### src/core/meas_cfg_map.svh
`ifndef MEAS_CFG_MAP_SVH
`define MEAS_CFG_MAP_SVH

// range indices: 0 is the smallest range of either function
`define RANGE_MIN_IDX 3'h0
// 750 V rms range, the largest voltage range
`define RANGE_VOLT_MAX_IDX 3'h4
// 3 A range, the largest current range
`define RANGE_CURR_MAX_IDX 3'h3

// reading counts at the full scale of any range
`define FULL_SCALE_CNT 32'h000186A0
// autorange thresholds in percent of full scale
`define DOWN_PCT 32'h0000000A
`define UP_PCT 32'h00000078
`define PCT_DIV 32'h00000064

// clock period and least settling time of a range change
`define CLK_PERIOD_NS 32'h00000028
`define RANGE_SETTLE_NS 32'h00000FA0
`define RANGE_SETTLE_CYC ((`RANGE_SETTLE_NS + `CLK_PERIOD_NS - 32'h1) / `CLK_PERIOD_NS)

// reset values of the configuration
`define RST_AUTO 1'h1
`define RST_FINE 1'h1

`endif

### src/core/meas_cfg_pkg.sv
package meas_cfg_pkg;

   // decoded host command
   typedef enum logic [2:0] {
      cmd_none = 3'b000,
      cmd_conf_ac_plus_dc = 3'b001,
      cmd_conf_dc_plus_ac = 3'b010,
      cmd_conf_dc_curr = 3'b011,
      cmd_arm = 3'b100,
      cmd_read = 3'b101,
      cmd_fetch = 3'b110
   } cmd_type;

   // kind of a range or resolution argument
   typedef enum logic [2:0] {
      arg_omitted = 3'b000,
      arg_numeric = 3'b001,
      arg_auto = 3'b010,
      arg_max = 3'b011,
      arg_min = 3'b100,
      arg_def = 3'b101
   } arg_kind_type;

   // selected measurement function
   typedef enum logic {
      func_ac_plus_dc_volt = 1'b0,
      func_dc_curr = 1'b1
   } func_type;

   typedef enum logic {
      trig_immediate = 1'b0,
      trig_external = 1'b1
   } trig_src_type;

   // what a stored or returned reading holds
   typedef enum logic [1:0] {
      read_normal = 2'b00,
      read_ovl_pos = 2'b01,
      read_ovl_neg = 2'b10,
      read_range_change = 2'b11
   } read_kind_type;

   typedef enum logic [1:0] {
      st_idle = 2'b00,
      st_wait_trig = 2'b01,
      st_measure = 2'b10
   } ctrl_state_type;

   // magnitude of a signed reading, saturating at the top
   function automatic logic [31:0] magnitude(input logic signed [31:0] v);
      logic [31:0] m;
      m = v[31] ? 32'(-v) : 32'(v);
      if (m[31])
         m = 32'h7FFFFFFF;
      return m;
   endfunction

endpackage

### src/core/meas_cfg_ctrl.sv
// Summary of operation
// - ac+dc voltage configure: defaults, select, stay idle
// - dc current configure: defaults, select, stay idle
// - configure never arms; arm or read does
// - max range for ac+dc voltage is 750 V
// - omitted range is auto, resolution 5.5 digits
// - configure forces immediate trigger, clears calculations
// - autorange steps down below 10 percent
// - autorange steps up above 120 percent
// - manual overrange gives signed overload sentinel
// - query during range change gives sentinel
// - read arms, measures, fills memory and output
// - arm measures into memory only
// - fetch copies memory to output, no trigger
`include "meas_cfg_map.svh"

module meas_cfg_ctrl
   import meas_cfg_pkg::*;
#(
   parameter logic [31:0] FULL_SCALE = `FULL_SCALE_CNT
)
(
   input wire logic ref_clk,
   input wire logic rst,
   input wire logic cmd_valid,
   input wire cmd_type cmd_code,
   input wire arg_kind_type range_kind,
   input wire logic [2:0] range_num,
   input wire arg_kind_type res_kind,
   input wire logic res_num_fine,
   input wire logic trig_src_load,
   input wire trig_src_type trig_src_in,
   input wire logic calc_enable_req,
   input wire logic ext_trig_pin,
   input wire logic meas_done,
   input wire logic signed [31:0] meas_value,
   output logic cmd_ready,
   output func_type func_sel,
   output logic range_auto,
   output logic [2:0] range_index,
   output logic ranging,
   output logic res_fine,
   output trig_src_type trig_src,
   output logic calc_active,
   output logic wait_trig,
   output logic meas_start,
   output logic mem_valid,
   output read_kind_type mem_kind,
   output logic [31:0] mem_value,
   output logic out_valid,
   output read_kind_type out_kind,
   output logic [31:0] out_value
);

   localparam logic [31:0] UP_THR = (FULL_SCALE * `UP_PCT) / `PCT_DIV;

   // accepted command strobes
   logic take;
   logic conf_volt, conf_curr, conf_any;
   assign take = cmd_valid && cmd_ready;
   assign conf_volt = take && (cmd_code == cmd_conf_ac_plus_dc || cmd_code == cmd_conf_dc_plus_ac);
   assign conf_curr = take && (cmd_code == cmd_conf_dc_curr);
   assign conf_any = conf_volt || conf_curr;

   // configuration state
   func_type func_r, func_nxt;
   logic fine_r, fine_nxt; // high for 5.5 digits
   trig_src_type trig_r, trig_nxt;
   logic calc_r, calc_nxt;

   // range load toward the tracker
   logic [2:0] max_idx; // top range of the selected function
   logic [2:0] conf_max; // top range of the function being configured
   logic ld_auto;
   logic [2:0] ld_idx;
   logic step_up;

   assign max_idx = (func_r == func_dc_curr) ? `RANGE_CURR_MAX_IDX : `RANGE_VOLT_MAX_IDX;
   assign conf_max = conf_curr ? `RANGE_CURR_MAX_IDX : `RANGE_VOLT_MAX_IDX;

   // decode the optional range argument
   always_comb
   begin
      ld_auto = 1'b0;
      ld_idx = `RANGE_MIN_IDX;
      case (range_kind)
         arg_omitted, arg_auto, arg_def: ld_auto = 1'b1;
         arg_max: ld_idx = conf_max;
         arg_min: ld_idx = `RANGE_MIN_IDX;
         // numeric values past the top clamp to the top range
         arg_numeric: ld_idx = (range_num > conf_max) ? conf_max : range_num;
         default: ld_auto = 1'b1;
      endcase
   end

   // next configuration
   always_comb
   begin
      func_nxt = func_r;
      fine_nxt = fine_r;
      trig_nxt = trig_r;
      calc_nxt = calc_r;
      if (trig_src_load)
         trig_nxt = trig_src_in;
      if (calc_enable_req)
         calc_nxt = 1'b1;
      if (conf_any)
      begin
         // defaults first, then the function and its arguments
         func_nxt = conf_curr ? func_dc_curr : func_ac_plus_dc_volt;
         trig_nxt = trig_immediate;
         calc_nxt = 1'b0;
         case (res_kind)
            arg_max: fine_nxt = 1'b0;
            arg_numeric: fine_nxt = res_num_fine;
            default: fine_nxt = 1'b1;
         endcase
      end
   end

   always_ff @(posedge ref_clk or posedge rst)
   begin
      if (rst)
      begin
         func_r <= func_ac_plus_dc_volt;
         fine_r <= `RST_FINE;
         trig_r <= trig_immediate;
         calc_r <= 1'b0;
      end
      else
      begin
         func_r <= func_nxt;
         fine_r <= fine_nxt;
         trig_r <= trig_nxt;
         calc_r <= calc_nxt;
      end
   end

   // acquisition state, declared here because the tracker watches it
   ctrl_state_type st_r, st_nxt;

   // autorange and settle tracking
   range_tracker #(
      .FULL_SCALE(FULL_SCALE)
   ) u_range (
      .ref_clk(ref_clk),
      .rst(rst),
      .load(conf_any),
      .load_auto(ld_auto),
      .load_index(ld_idx),
      .max_index(max_idx),
      .sample_valid(meas_done && st_r == st_measure),
      .sample_value(meas_value),
      .step_up(step_up),
      .auto_en(range_auto),
      .index(range_index),
      .ranging(ranging)
   );

   // external trigger pin: two stages, then edge detect on the second
   logic ext_s1_r, ext_s2_r, ext_prev_r, ext_rise;
   assign ext_rise = ext_s2_r && !ext_prev_r;

   always_ff @(posedge ref_clk or posedge rst)
   begin
      if (rst)
      begin
         ext_s1_r <= 1'b0;
         ext_s2_r <= 1'b0;
         ext_prev_r <= 1'b0;
      end
      else
      begin
         ext_s1_r <= ext_trig_pin;
         ext_s2_r <= ext_s1_r;
         ext_prev_r <= ext_s2_r;
      end
   end

   // acquisition sequence and reading stores
   logic is_read_r, is_read_nxt; // pending acquisition answers the host
   logic mv_r, mv_nxt;
   read_kind_type mk_r, mk_nxt;
   logic [31:0] mval_r, mval_nxt;
   logic ov_r, ov_nxt;
   read_kind_type ok_r, ok_nxt;
   logic [31:0] oval_r, oval_nxt;
   logic fire, over;
   read_kind_type rk; // kind of the reading just finished

   assign fire = (st_r == st_wait_trig) && (trig_r == trig_immediate || ext_rise);
   assign over = magnitude(meas_value) > UP_THR;

   // classify a finished reading
   always_comb
   begin
      rk = read_normal;
      if (ranging || step_up)
         rk = read_range_change;
      else if (over)
         rk = meas_value[31] ? read_ovl_neg : read_ovl_pos;
   end

   always_comb
   begin
      st_nxt = st_r;
      is_read_nxt = is_read_r;
      mv_nxt = mv_r;
      mk_nxt = mk_r;
      mval_nxt = mval_r;
      ov_nxt = 1'b0;
      ok_nxt = ok_r;
      oval_nxt = oval_r;
      case (st_r)
         st_idle:
         begin
            // configure commands leave the sequence idle
            if (take && (cmd_code == cmd_arm || cmd_code == cmd_read))
            begin
               st_nxt = st_wait_trig;
               is_read_nxt = (cmd_code == cmd_read);
            end
            else if (take && cmd_code == cmd_fetch)
            begin
               // nothing is triggered; the stored value is copied out, or the range-change sentinel while ranging
               ov_nxt = 1'b1;
               ok_nxt = ranging ? read_range_change : mk_r;
               oval_nxt = ranging ? 32'h0 : mval_r;
            end
         end
         st_wait_trig:
            if (fire)
               st_nxt = st_measure;
         st_measure:
            if (meas_done)
            begin
               st_nxt = st_idle;
               mv_nxt = 1'b1;
               mk_nxt = rk;
               mval_nxt = (rk == read_normal) ? meas_value : 32'h0;
               if (is_read_r)
               begin
                  ov_nxt = 1'b1;
                  ok_nxt = rk;
                  oval_nxt = (rk == read_normal) ? meas_value : 32'h0;
               end
            end
         default: st_nxt = st_idle;
      endcase
   end

   always_ff @(posedge ref_clk or posedge rst)
   begin
      if (rst)
      begin
         st_r <= st_idle;
         is_read_r <= 1'b0;
         mv_r <= 1'b0;
         mk_r <= read_normal;
         mval_r <= 32'h0;
         ov_r <= 1'b0;
         ok_r <= read_normal;
         oval_r <= 32'h0;
      end
      else
      begin
         st_r <= st_nxt;
         is_read_r <= is_read_nxt;
         mv_r <= mv_nxt;
         mk_r <= mk_nxt;
         mval_r <= mval_nxt;
         ov_r <= ov_nxt;
         ok_r <= ok_nxt;
         oval_r <= oval_nxt;
      end
   end

   // outputs
   assign cmd_ready = (st_r == st_idle);
   assign func_sel = func_r;
   assign res_fine = fine_r;
   assign trig_src = trig_r;
   assign calc_active = calc_r;
   assign wait_trig = (st_r == st_wait_trig);
   assign meas_start = fire;
   assign mem_valid = mv_r;
   assign mem_kind = mk_r;
   assign mem_value = mval_r;
   assign out_valid = ov_r;
   assign out_kind = ok_r;
   assign out_value = oval_r;
endmodule

### src/core/range_tracker.sv
`include "meas_cfg_map.svh"

module range_tracker
   import meas_cfg_pkg::*;
#(
   parameter logic [31:0] FULL_SCALE = `FULL_SCALE_CNT,
   parameter logic [15:0] SETTLE_CYC = 16'(`RANGE_SETTLE_CYC)
)
(
   input wire logic ref_clk,
   input wire logic rst,
   input wire logic load,
   input wire logic load_auto,
   input wire logic [2:0] load_index,
   input wire logic [2:0] max_index,
   input wire logic sample_valid,
   input wire logic signed [31:0] sample_value,
   output logic step_up,
   output logic auto_en,
   output logic [2:0] index,
   output logic ranging
);

   // thresholds as reading counts
   localparam logic [31:0] DOWN_THR = (FULL_SCALE * `DOWN_PCT) / `PCT_DIV;
   localparam logic [31:0] UP_THR = (FULL_SCALE * `UP_PCT) / `PCT_DIV;

   logic auto_r, auto_nxt;
   logic [2:0] idx_r, idx_nxt;
   logic [15:0] cnt_r, cnt_nxt; // settle countdown
   logic step_down;
   logic [31:0] mag;

   assign mag = magnitude(sample_value);
   // no new step while the previous one is still settling
   assign step_up = sample_valid && auto_r && (cnt_r == 16'h0) && (mag > UP_THR) && (idx_r < max_index);
   assign step_down = sample_valid && auto_r && (cnt_r == 16'h0) && (mag < DOWN_THR) && (idx_r != 3'h0);
   assign auto_en = auto_r;
   assign index = idx_r;
   assign ranging = (cnt_r != 16'h0);

   // next range and settle state
   always_comb
   begin
      auto_nxt = auto_r;
      idx_nxt = idx_r;
      cnt_nxt = cnt_r;
      if (load)
      begin
         // a new configuration cancels any pending step
         auto_nxt = load_auto;
         idx_nxt = load_index;
         cnt_nxt = 16'h0;
      end
      else if (step_up)
      begin
         idx_nxt = idx_r + 3'h1;
         cnt_nxt = SETTLE_CYC;
      end
      else if (step_down)
      begin
         idx_nxt = idx_r - 3'h1;
         cnt_nxt = SETTLE_CYC;
      end
      else if (cnt_r != 16'h0)
         cnt_nxt = cnt_r - 16'h1;
   end

   // registers only
   always_ff @(posedge ref_clk or posedge rst)
   begin
      if (rst)
      begin
         auto_r <= `RST_AUTO;
         idx_r <= `RANGE_MIN_IDX;
         cnt_r <= 16'h0;
      end
      else
      begin
         auto_r <= auto_nxt;
         idx_r <= idx_nxt;
         cnt_r <= cnt_nxt;
      end
   end
endmodule

### config.mk
export PLATFORM = sky130hd
export DESIGN_NAME = meas_cfg_ctrl
export DESIGN_NICKNAME = d
export VERILOG_FILES = /design/src/core/meas_cfg_pkg.sv /design/src/core/meas_cfg_ctrl.sv /design/src/core/range_tracker.sv
export VERILOG_INCLUDE_DIRS = /design/src /design/src/core
export SDC_FILE = /design/constraint.sdc
export NUM_CORES = 1
export LEC_CHECK = 0
export ABC_AREA = 1
export BUFFER_PORTS_ARGS = -buffer_cell sky130_fd_sc_hd__buf_4
export CAP_MARGIN = 20
export CORE_ASPECT_RATIO = 1.75
export CORE_MARGIN = 1.5
export CORE_UTILIZATION = 50
export DETAILED_ROUTE_END_ITERATION = 12
export GPL_ROUTABILITY_DRIVEN = 0
export HOLD_SLACK_MARGIN = 0.02
export PLACE_DENSITY = 0.75
export SETUP_SLACK_MARGIN = 0.02
export SYNTH_ARGS = -nofsm -noshare
export SYNTH_HDL_FRONTEND = slang
export SYNTH_SLANG_ARGS = --single-unit
### constraint.sdc
create_clock -name ref_clk -period 6.9 [get_ports ref_clk]
set_input_delay 1.725 -clock ref_clk [delete_from_list [all_inputs] [get_ports ref_clk]]
set_output_delay 1.725 -clock ref_clk [all_outputs]
set_load 0.01 [all_outputs]
# --- Yosys cells after proc, flatten, opt, wreduce, memory -nomap -nowiden ---
# Cells that the tools add are included.
totals:
  reg_bits: 100
  inputBits: 53
  out_inout_bits: 82
op_classes:
  bitwise: 1
  n_eq_ne: 19
  add_sub_neg: 4
  n_lt_le_gt_ge: 4
  reduce_logical: 35
  muxes: 45
ops:
  columns: ["operator", "count"]
  rows:
  - ["two-way mux 32 bit", 7]
  - ["two-way mux 16 bit", 4]
  - ["one-hot mux 32 bit (2 select lines)", 1]
  - ["negator 32 bit", 1]
  - ["> comparator 31 x 17 -> 1 bit (second input constant)", 1]
  - ["less-than comparator 31 x 14 -> 1 bit (second input constant)", 1]
  - ["two-way mux 31 bit", 1]
  - ["two-way mux 2 bit", 11]
  - ["two-way mux 3 bit", 6]
  - ["logical NOT 16 bit", 1]
  - ["nonzero test 16 bit", 1]
  - ["subtractor 16 x 1 -> 16 bit (second input constant)", 1]
  - ["logical AND 1 bit", 14]
  - ["equality test 3 x 2 -> 1 bit (second input constant)", 4]
  - ["equality test 3 bit (second input constant)", 4]
  - ["two-way mux 1 bit", 10]
  - ["equality test 3 x 1 -> 1 bit (second input constant)", 3]
  - ["!= test 2 x 1 -> 1 bit (second input constant)", 3]
  - ["!= test 2 bit (second input constant)", 3]
  - ["one-hot mux 2 bit (3 select lines)", 1]
  - ["one-hot mux 3 bit (2 select lines)", 1]
  - ["nonzero test 2 bit", 3]
  - ["nonzero test 3 bit", 2]
  - ["logical OR 1 bit", 5]
  - ["16 further kinds", 19]

# --- Logic depth before layout (Yosys ltp) ---
# Gate-level depths: netlist (run 1).
logic_depth:
  ltp_word: 13
  mapped_depth: 24

# --- By module ---
# Synthesis (run 1) repeated with hierarchy kept, for this count alone.
hier_totals:
  cells_unflattened: 1184
  area_unflattened_um2: 7657.3
by_module_without_submodules:
  columns: ["mod", "area_each_um2", "cells_each", "instances"]
  rows:
  - ["meas_cfg_ctrl", 4974.8, 731, 1]
  - ["range_tracker", 2682.6, 453, 1]

# --- Worst setup path after synthesis (run 1) ---
# Ideal clock, no wire load.
synth_timing:
  path_type: "in2reg"
  startpoint: "input meas_value[0]"
  endpoint: "register u_range.idx_r[2] (netlist: u_range.index[2])"
  path_slack_ns: 2.698
  path_stages: 23
  setup_ns: 0.119
  required_ns: 6.781
  n_path_buf: 0
  t_arrival_ns: 4.083
  cell_sequence: "inv_1 -> ha_1 -> nand3_2 -> nor2_2 -> nand2_1 -> nand2_1 -> nand2_1 -> nand2_1 -> nor2_1 -> nand2_1 -> nand3_1 -> nor2_1 -> nand3_2 -> nand2_4 -> nand2_1 -> fa_1 -> xor2_1 -> inv_1 -> nand3_1 -> nand3_1 -> nand2_1 -> nand2_1 -> nand2_1"
synth_via:
  elab_chain_cells: 8
synth_rtl:
  columns: ["item", "line_no", "text"]
  rows:
  - ["start: declaration", "meas_cfg_ctrl.sv:36", "input wire logic signed [31:0] meas_value,"]
  - ["negator 32 bit", "meas_cfg_pkg.sv:52", "m = v[31] ? 32'(-v) : 32'(v);"]
  - ["two-way mux 32 bit (*)", "meas_cfg_pkg.sv:52", null]
  - ["two-way mux 31 bit (*)", "meas_cfg_pkg.sv:53", "if (m[31])"]
  - ["> comparator 31 x 17 -> 1 bit", "range_tracker.sv:36", "assign step_up = sample_valid && auto_r && (cnt_r == 16'h0) && (mag > UP_THR) && (idx_r < max_index);"]
  - ["logical AND 1 bit (2 in a row)", "range_tracker.sv:36", null]
  - ["two-way mux 3 bit", "range_tracker.sv:55", "else if (step_up)"]
  - ["two-way mux 3 bit", "range_tracker.sv:48", "if (load)"]
  - ["end signal: assignment", "range_tracker.sv:75", "idx_r <= `RANGE_MIN_IDX;"]
  - ["end signal: assignment", "range_tracker.sv:81", "idx_r <= idx_nxt;"]
  - ["end: declaration", "range_tracker.sv:29", "logic [2:0] idx_r, idx_nxt;"]
# Every way passes the cells marked *; elsewhere a longest branch is shown, timed or not.
# A chain may end at the register's enable or synchronous reset.

# --- Worst setup path after layout (run 1) ---
layout_timing:
  startpoint: "input meas_value[31]"
  endpoint: "register u_range.idx_r[2] (netlist: u_range.index[2])"
# Same word-level chain as after synthesis.

==> results.cfg, run 1 <==
[run_status]
status = complete, no violations

[yosys]
synth-edff-count = 0
synth_warnings = 0
synth.most_common_cell = nand2_1
synth_top_area_cell = dfrtp_1
yosys.area.top_type_share_pct = 40.36
avgSynthCellArea_um2 = 7.347
synth_cell_types = 45
synthesis.nets = 888
synthCells = 827
ys_ff_latch = 100
yosys-top-cells-area = dfrtp_1 (40%), nand2_1 (13%), nor2_1 (7.4%), nand3_1 (6.8%), a21oi_1 (5.6%)
syn_area_um2 = 6076
async_flop_share_pct = 100.0
yosysSeqAreaShare_pct = 41.23
synth_ff_type = dfrtp_1
synthTopCellsByCount = nand2_1 (215), nor2_1 (120), dfrtp_1 (98), nand3_1 (82), inv_1 (70)

[drt]
wl_per_cell_um = 14.74
drt-total-wl_um = 16070
drc = 0
postRouteAntennaNets = 0
first_iter_violations = 264
firstDrtPassIters = 5
post_drt_via_cell_ratio = 5.378
num_vias = 5862

[global_route]
grt_busiest_layer = met2
grt_max_degree = 59
gr-usage-met3_pct = 3.542
grt_pass1_wl_um = 26100
globalRouteTotalUtil_pct = 25.62
use_met1_pct = 29.90
antenna_found_initial = 0
grt_pass1_vias = 5527
grtUsageMet2_pct = 45.39
overflow = 0

[pwr]
p_leak_nw = 3.887
power_density_nw_per_um2 = 291.9
worst_ir_drop_vdd_v = 0.0001994
power.total_w = 0.002170

[setup_path]
path_cells = buf_4 > inv_2 > nor2_1 > nand3_1 > nor2_2 > nand4_4 > nand3_1 > nand2_1 > nor2_1 > nand2_1 > nand2_1 > nand3_2 > nand2_4 > nand2_1 > fa_1 > xor2_1 > inv_1 > nand3_1 > nand3_1 > nand2_1 > nand2_1 > nand2_1
cp.arrival_ns = 4.71
cp.required_ns = 7.14
crit_path_max_fanout = 48
cp_slowest_stage_delay_ns = 0.39
path_class = in -> reg
r2r_setup_slack_ns = 3.50
critPathMostFrequentCell = nand2_1
startpoint_type = input pin
slowest_stage = fa_1
endpoint_kind = flip-flop

[place]
place_area_um2 = 7144
dp.cells = 1074
io_buffers = 134
place_hpwl_um = 11790

[cts]
cts.htree.levels = 3
cts_resized = 0
clkTransAtPathRegs_ns = 0.07
cts-root-buf = clkbuf_16
clk-insertion-delay-late_ns = 0.35
cts_made_buffers = 9
cts_tree = built
cts_sinks = 100
cts_setup_buffers = 0
clock_path_buffers = 2
holdBufCountCts = 0

[finish]
postLayoutCellArea_um2 = 7436
layout-drive-gt1-share_pct = 22.56
antenna_cells = 0
nets = 1009
num-fill-cells = 1139
synthToLayoutAreaGrowth_pct = 22.38
stdcell_count = 1090

[sta]
hold_ws_ns = 0.3507
slew_headroom_pct = 34.26
clock.fmax_mhz = 223.3
drv_slew = 0
worstMarginPinSlew_ns = 0.9800
min_period_over_period_pct = 64.89
timing.final.crit_period_ns = 4.477
hold_violations = 0
fin_skew_ns = 0.01023
tns_ns = 0
rsz0062_at_grt = false
setup_viol = 0

[min_path]
hold_class = reg -> reg

[floorplan]
core_um2 = 11940
dieArea_um2 = 12850
die_x_um = 86.33
initial_core_util_pct = 50.90
io_pins = 135
chipHeight_um = 148.8
rows = 53

[flow_run]
cap_violations = 0
## state kept, by name (all words and copies together), names as in the netlist, 2 cells and up
register	flops
u_range.index	3
mem_value	32
st_r	2
out_kind	2
out_value	32
mem_kind	2
u_range.cnt_r	16
## worst paths after layout
path / endpoint / depth (start not counted) / from
worst max-delay path: u_range.index[2]$_DFFE_PP0P_ / 22 / meas_value[31]
worst min-delay path: ext_s2_r$_DFF_PP0_ / 0 / ext_s1_r$_DFF_PP0_
worst max register to register: u_range.index[2]$_DFFE_PP0P_ / 17 / u_range.cnt_r[0]$_DFFE_PP0P_
worst min register to register: ext_s2_r$_DFF_PP0_ / 0 / ext_s1_r$_DFF_PP0_
max in group asynchronous: out_value[9]$_DFFE_PP0P_ / 3 / rst
min in group asynchronous: out_kind[1]$_DFFE_PP0P_ / 2 / rst
## layer usage
metal,part of all wire (%),up-vias
met2,53,188
met3,4.3,49
met4,4.2,0
met1,39,2699
met5,0,-
li1,-,2926
## layout make-up
type / count / area, µm² / share of cell area, %
Tap cell: 137 / 171.4 / 2.305
Timing Repair Buffer: 140 / 1051 / 14.13
Clock buffer: 9 / 225.2 / 3.029
Clock inverter: 7 / 66.31 / 0.8918
Multi-Input combinational cell: 620 / 3126 / 42.03
Inverter: 77 / 291.5 / 3.921
Sequential cell: 100 / 2505 / 33.69
## cells in the final DEF, fill, tap and decap left out, types with 12 or more instances in the layout
master,n
buf_4,140
inv_1,69
nand3_1,82
nor2_1,117
a21oi_1,68
dfrtp_1,98
nand2_1,215
o21ai_0,14
nand3_2,15
xor2_1,12
## critical path: cells and delay by family
| kind | cells | cell delay, ns |
|---|---|---|
| buffers and inverters | 3 | 0.59 |
| and+or+nand+nor | 17 | 1.83 |
| adders and majority gates | 1 | 0.39 |
| xor gates and xnor gates | 1 | 0.16 |
## metrics by stage
| stage | util [%] | setup slack (ns) |
|---|---|---|
| floorplan | - | 2.560 |
| global placement | 59.85 | 2.176 |
| detailed placement | 59.85 | 2.101 |
| CTS | 62.30 | 2.435 |
| global route | 62.30 | 2.018 |
| finish | 62.30 | 2.423 |
## logic make-up after synthesis
group	after synthesis	synth area share, %
DFF	100	41.23
adders and majority gates	8	1.771
buffers and inverters	107	7.454
AOI/OAI and AO/OA	107	9.844
and+or+nand+nor	489	37.38
xor gates and xnor gates	15	2.162
muxes	1	0.1648
## power breakdown
part	total, W	internal, W	switching [W]
clock network	0.000492	0.000253	0.000239
registers	0.000870	0.000755	0.000115
logic	0.000808	0.000369	0.000439
total	0.00217	0.00138	0.000793
(Power assumes the default switching activity.)
==> inputs of run 2 (changes only) <==
--- a/config.mk
+++ b/config.mk
@@ -15,7 +15,7 @@
 export DETAILED_ROUTE_END_ITERATION = 12
 export GPL_ROUTABILITY_DRIVEN = 0
 export HOLD_SLACK_MARGIN = 0.02
-export PLACE_DENSITY = 0.75
+export PLACE_DENSITY = 0.77
 export SETUP_SLACK_MARGIN = 0.02
 export SYNTH_ARGS = -nofsm -noshare
 export SYNTH_HDL_FRONTEND = slang
==> constraint.sdc (replaced) <==
create_clock -name ref_clk -period 3.9 [get_ports ref_clk]
set_input_delay 0.975 -clock ref_clk [delete_from_list [all_inputs] [get_ports ref_clk]]
set_output_delay 0.975 -clock ref_clk [all_outputs]
set_load 0.01 [all_outputs]
==> results.cfg, run 2 (synthesized netlist as in run 1, its figures left out) <==
[global_route]
grt_max_degree = 83
overflow = 0
grt_pass1_vias = 5906
grt_pass1_wl_um = 27170
antenna_found_initial = 0
globalRouteTotalUtil_pct = 26.71

[setup_path]
r2r_setup_slack_ns = 0.92
cp.arrival_ns = 3.70
endpoint_kind = flip-flop
critPathMostFrequentCell = nand2_1
startpoint_type = input pin
cp.required_ns = 4.15
reg2reg_to = u_range.index[2]$_DFFE_PP0P_
slowest_stage = fa_1
path_cells = buf_4 > nor2_1 > nand3_1 > nor2_2 > nand4_4 > nand3_1 > nand2_1 > nor2_1 > nand2_1 > nand2_1 > nand3_2 > nand2_4 > nand2_1 > fa_1 > xor2_1 > inv_1 > nand3_1 > nand3_1 > nand2_1 > nand2_1 > nand2_1
crit_path_max_fanout = 13
cp_slowest_stage_delay_ns = 0.39
reg2regPathDepth = 18
path_class = in -> reg
r2r_start = u_range.cnt_r[0]$_DFFE_PP0P_

[flow_run]
cap_violations = 0

[finish]
synthToLayoutAreaGrowth_pct = 24.16
mostFrequentLayoutCell = nand2_1
nets = 1017
antenna_cells = 0
final_core_util_pct = 63.20
final_cell_mix = nand2_1 (215), buf_4 (146), nor2_1 (117), dfrtp_1 (98), nand3_1 (82)
layout-drive-gt1-share_pct = 23.20

[sta]
fin_skew_ns = 0.01043
hold_violations = 0
clock.fmax_mhz = 289.5
setup_viol = 0
tns_ns = 0
min_period_over_period_pct = 88.57
timing.final.crit_period_ns = 3.454
slew_headroom_pct = 55.14
drv_slew = 0
worstMarginPinSlew_ns = 0.6721
rsz0062_at_grt = false

[floorplan]
core_um2 = 11940
die_x_um = 86.33
dieArea_um2 = 12850
initial_core_util_pct = 50.90
io_pins = 135
rows = 53
chipHeight_um = 148.8

[cts]
cts_setup_buffers = 0
cts_made_buffers = 9
cts_tree = built
cts_resized = 0
clkTransAtPathRegs_ns = 0.07
cts-root-buf = clkbuf_16
clock_path_buffers = 2
cts_sinks = 100
holdBufCountCts = 0
cts.htree.levels = 3
clk-insertion-delay-late_ns = 0.36

[drt]
first_iter_violations = 352
drt-total-wl_um = 16290
postRouteAntennaNets = 0
post_drt_via_cell_ratio = 5.477
wl_per_cell_um = 14.83
firstDrtPassIters = 5
num_vias = 6014
drc = 0

[min_path]
hold_path.startpoint = ext_s1_r$_DFF_PP0_
hold_class = reg -> reg
whs_path_depth = 0
holdPathEnd = ext_s2_r$_DFF_PP0_

[pwr]
p_leak_nw = 3.946
worst_ir_drop_vdd_v = 0.0002870
power_density_nw_per_um2 = 515.8

[place]
io_buffers = 134
place_hpwl_um = 12020

[run_status]
status = complete, no violations
==> run 2: changes by cell type in the layout (fill, tap and decap cells not counted) <==
cell,before,now
clkinv_2,1,0
inv_12,0,1
clkinvlp_4,1,0
buf_4,140,146
clkinv_4,1,0
buf_16,0,1
inv_6,2,3
inv_8,1,2
buf_12,0,1
==> run 2: metrics by stage <==
step	cells	hold WS, ns	cell area (µm²)	setup WS (ns)	power, W
2_1_floorplan	827	0.3312	6076	0.3095	0.002390
3_3_place_gp	1081	0.3368	7209	0.2347	0.002969
3_5_place_dp	1081	0.3550	7209	0.1371	0.003006
4_1_cts	1097	0.3799	7516	0.4442	0.003923
5_1_grt	1098	0.3975	7543	0.06990	0.004169
6_report	1098	0.3758	7543	0.4457	0.003891
==> run 2: worst max path at each step <==
stage	start	end
finish	meas_value[23]	u_range.index[2]$_DFFE_PP0P_
global route	meas_value[0]	u_range.index[2]$_DFFE_PP0P_
CTS	meas_value[23]	u_range.index[2]$_DFFE_PP0P_
detailed placement	meas_value[23]	u_range.index[2]$_DFFE_PP0P_
global placement	meas_value[23]	u_range.index[2]$_DFFE_PP0P_
floorplan	rst	calc_active$_DFFE_PP0P_
==> run 2: cell type report <==
| class | instances | area, µm² |
|---|---|---|
| sequential | 100 | 2505 |
| timing repair buffer | 148 | 1144 |
| tap | 137 | 171.4 |
| clock inverter | 7 | 81.33 |
| clock buffer | 9 | 225.2 |
| fill | 1112 | 4393 |
| inverter | 77 | 291.5 |
| multi-input combinational | 620 | 3126 |
==> run 2: where the power goes <==
group          switching [W]  internal, W
Sequential          0.000205      0.00134
Clock               0.000449     0.000463
Combinational       0.000778     0.000661
Total                0.00143      0.00246
==> run 2: worst max-delay path, delay by kind of cell <==
| family | cells | cell delay (ns) |
|---|---|---|
| xor+xnor | 1 | 0.16 |
| simple gates | 17 | 1.99 |
| fa+ha+maj | 1 | 0.39 |
| buf+inv | 2 | 0.18 |
==> run 2: routing by layer <==
layer / global-route usage (%) / part of all wire, % / vias up
li1: - / - / 2944
met1: 29.90 / 37 / 2814
met2: 46.56 / 53 / 200
met3: 4.261 / 4.9 / 56
met4: 16.45 / 5.1 / 0
met5: 0 / 0 / -
==> inputs of run 3 (changes only) <==
--- a/config.mk
+++ b/config.mk
@@ -9,7 +9,7 @@
 export ABC_AREA = 1
 export BUFFER_PORTS_ARGS = -buffer_cell sky130_fd_sc_hd__buf_4
 export CAP_MARGIN = 20
-export CORE_ASPECT_RATIO = 1.75
+export CORE_ASPECT_RATIO = 2
 export CORE_MARGIN = 1.5
 export CORE_UTILIZATION = 50
 export DETAILED_ROUTE_END_ITERATION = 12
==> results.cfg, run 3 (synthesized netlist as in run 1, its figures left out) <==
[finish]
synthToLayoutAreaGrowth_pct = 24.05
mostFrequentLayoutCell = nand2_1
postLayoutCellArea_um2 = 7537
multi_input_area_um2 = 3126
stdcell_count = 1105
final_cell_mix = nand2_1 (215), buf_4 (145), nor2_1 (117), dfrtp_1 (98), nand3_1 (82)
antenna_cells = 0
nets = 1016
layout-drive-gt1-share_pct = 23.13
regArea_um2 = 2505
num-fill-cells = 1091

[floorplan]
dieArea_um2 = 12860
core_um2 = 11770
die_x_um = 80.95
io_pins = 135
initial_core_util_pct = 51.62
chipHeight_um = 158.9
rows = 56

[drt]
firstDrtPassIters = 5
postRouteAntennaNets = 0
route.top_layer_used = met4
num_vias = 5968
first_iter_violations = 350
drc = 0
post_drt_via_cell_ratio = 5.401
wl_met2_um = 9262
met1_length_um = 6168
wl_met3_um = 611
drt-total-wl_um = 16810
wl_per_cell_um = 15.22

[cts]
cts_sinks = 100
clock_path_buffers = 2
cts.htree.levels = 3
clkTransAtPathRegs_ns = 0.07
cts_resized = 0
holdBufCountCts = 0
clk-insertion-delay-late_ns = 0.36
cts_tree = built
cts_made_buffers = 9
cts-root-buf = clkbuf_16
cts_setup_buffers = 0

[setup_path]
critPathMostFrequentCell = nand2_1
cp.arrival_ns = 3.76
endpoint_kind = flip-flop
path_cells = buf_4 > nor2_1 > nand3_1 > nor2_2 > nand4_4 > nand3_1 > nand2_1 > nor2_1 > nand2_1 > nand2_1 > nand3_2 > nand2_4 > nand2_1 > fa_1 > xor2_1 > inv_1 > nand3_1 > nand3_1 > nand2_1 > nand2_1 > nand2_1
r2r_setup_slack_ns = 0.90
cp_slowest_stage_delay_ns = 0.41
slowest_stage = fa_1
crit_path_max_fanout = 13
critPathBufInv = 2
path_class = in -> reg
startpoint_type = input pin
path_delay_family = simple AND/OR/NAND/NOR gates
cp.required_ns = 4.14

[place]
place_area_um2 = 7232
dp.cells = 1089
place_hpwl_um = 12590
dp_slack_ns = 0.06718
io_buffers = 134

[pwr]
p_clk_share_pct = 23.0
worst_ir_drop_vdd_v = 0.0003385
p_int_w = 0.002452
p_sw_share_pct = 37.09
combPwrFrac_pct = 37.6
p_leak_nw = 3.932
p_switching_w = 0.001446
p_seq_share_pct = 39.5
power_density_nw_per_um2 = 517.2

[flow_run]
cap_violations = 0

[global_route]
globalRouteTotalUtil_pct = 27.48
grt_pass1_vias = 5989
overflow = 0
antenna_found_initial = 0
grt_max_degree = 52
grt_pass1_wl_um = 27530

[sta]
setup_viol = 0
slew_headroom_pct = 54.47
drv_slew = 0
worstMarginPinSlew_ns = 0.6822
finalWorstSetupSlack_ns = 0.3796
min_period_over_period_pct = 90.27
timing.final.crit_period_ns = 3.520
clock.fmax_mhz = 284.1
tns_ns = 0
rsz0062_at_grt = false
fin_skew_ns = 0.01184
hold_violations = 0

[min_path]
hold_class = reg -> reg

[run_status]
status = complete, no violations
==> run 3: final timing paths <==
kind,startpoint,end,depth (start not counted)
min,ext_s1_r$_DFF_PP0_,ext_s2_r$_DFF_PP0_,0
max,meas_value[23],u_range.index[2]$_DFFE_PP0P_,21
min reg2reg,ext_s1_r$_DFF_PP0_,ext_s2_r$_DFF_PP0_,0
min in group asynchronous,rst,out_value[18]$_DFFE_PP0P_,2
max reg2reg,u_range.cnt_r[0]$_DFFE_PP0P_,u_range.index[2]$_DFFE_PP0P_,18
max in group asynchronous,rst,mem_value[1]$_DFFE_PP0P_,3
==> run 3: metal layers <==
layer | up-vias | global-route usage, %
li1 | 2939 | -
met2 | 181 | 49.89
met5 | - | 0
met4 | 0 | 15.13
met3 | 54 | 3.678
met1 | 2794 | 29.09
==> run 3: area by class of cell <==
| type | count | share of cell area [%] |
|---|---|---|
| inverters | 77 | 3.868 |
| clock inverters | 7 | 1.062 |
| well taps | 145 | 2.407 |
| clock buffers | 9 | 2.988 |
| multi-input cells | 620 | 41.47 |
| flip-flops and latches | 100 | 33.23 |
| repair buffers | 147 | 14.97 |
==> run 3: power groups by stage <==
stage | clock network [W] | logic [W] | registers, W
floorplan | 0 | 0.000758 | 0.00163
global placement | 0 | 0.00143 | 0.00155
detailed placement | 0 | 0.00147 | 0.00156
CTS | 0.000918 | 0.00148 | 0.00154
global route | 0.000959 | 0.00164 | 0.00158
finish | 0.000896 | 0.00146 | 0.00154
==> run 3: through the flow <==
stage,utilization [%],total power (W),hold WS [ns]
2_1_floorplan,-,0.002390,0.3312
3_3_place_gp,61.44,0.002983,0.3355
3_5_place_dp,61.44,0.003029,0.3364
4_1_cts,64.03,0.003936,0.3529
5_1_grt,64.03,0.004172,0.3547
6_report,64.03,0.003898,0.3499
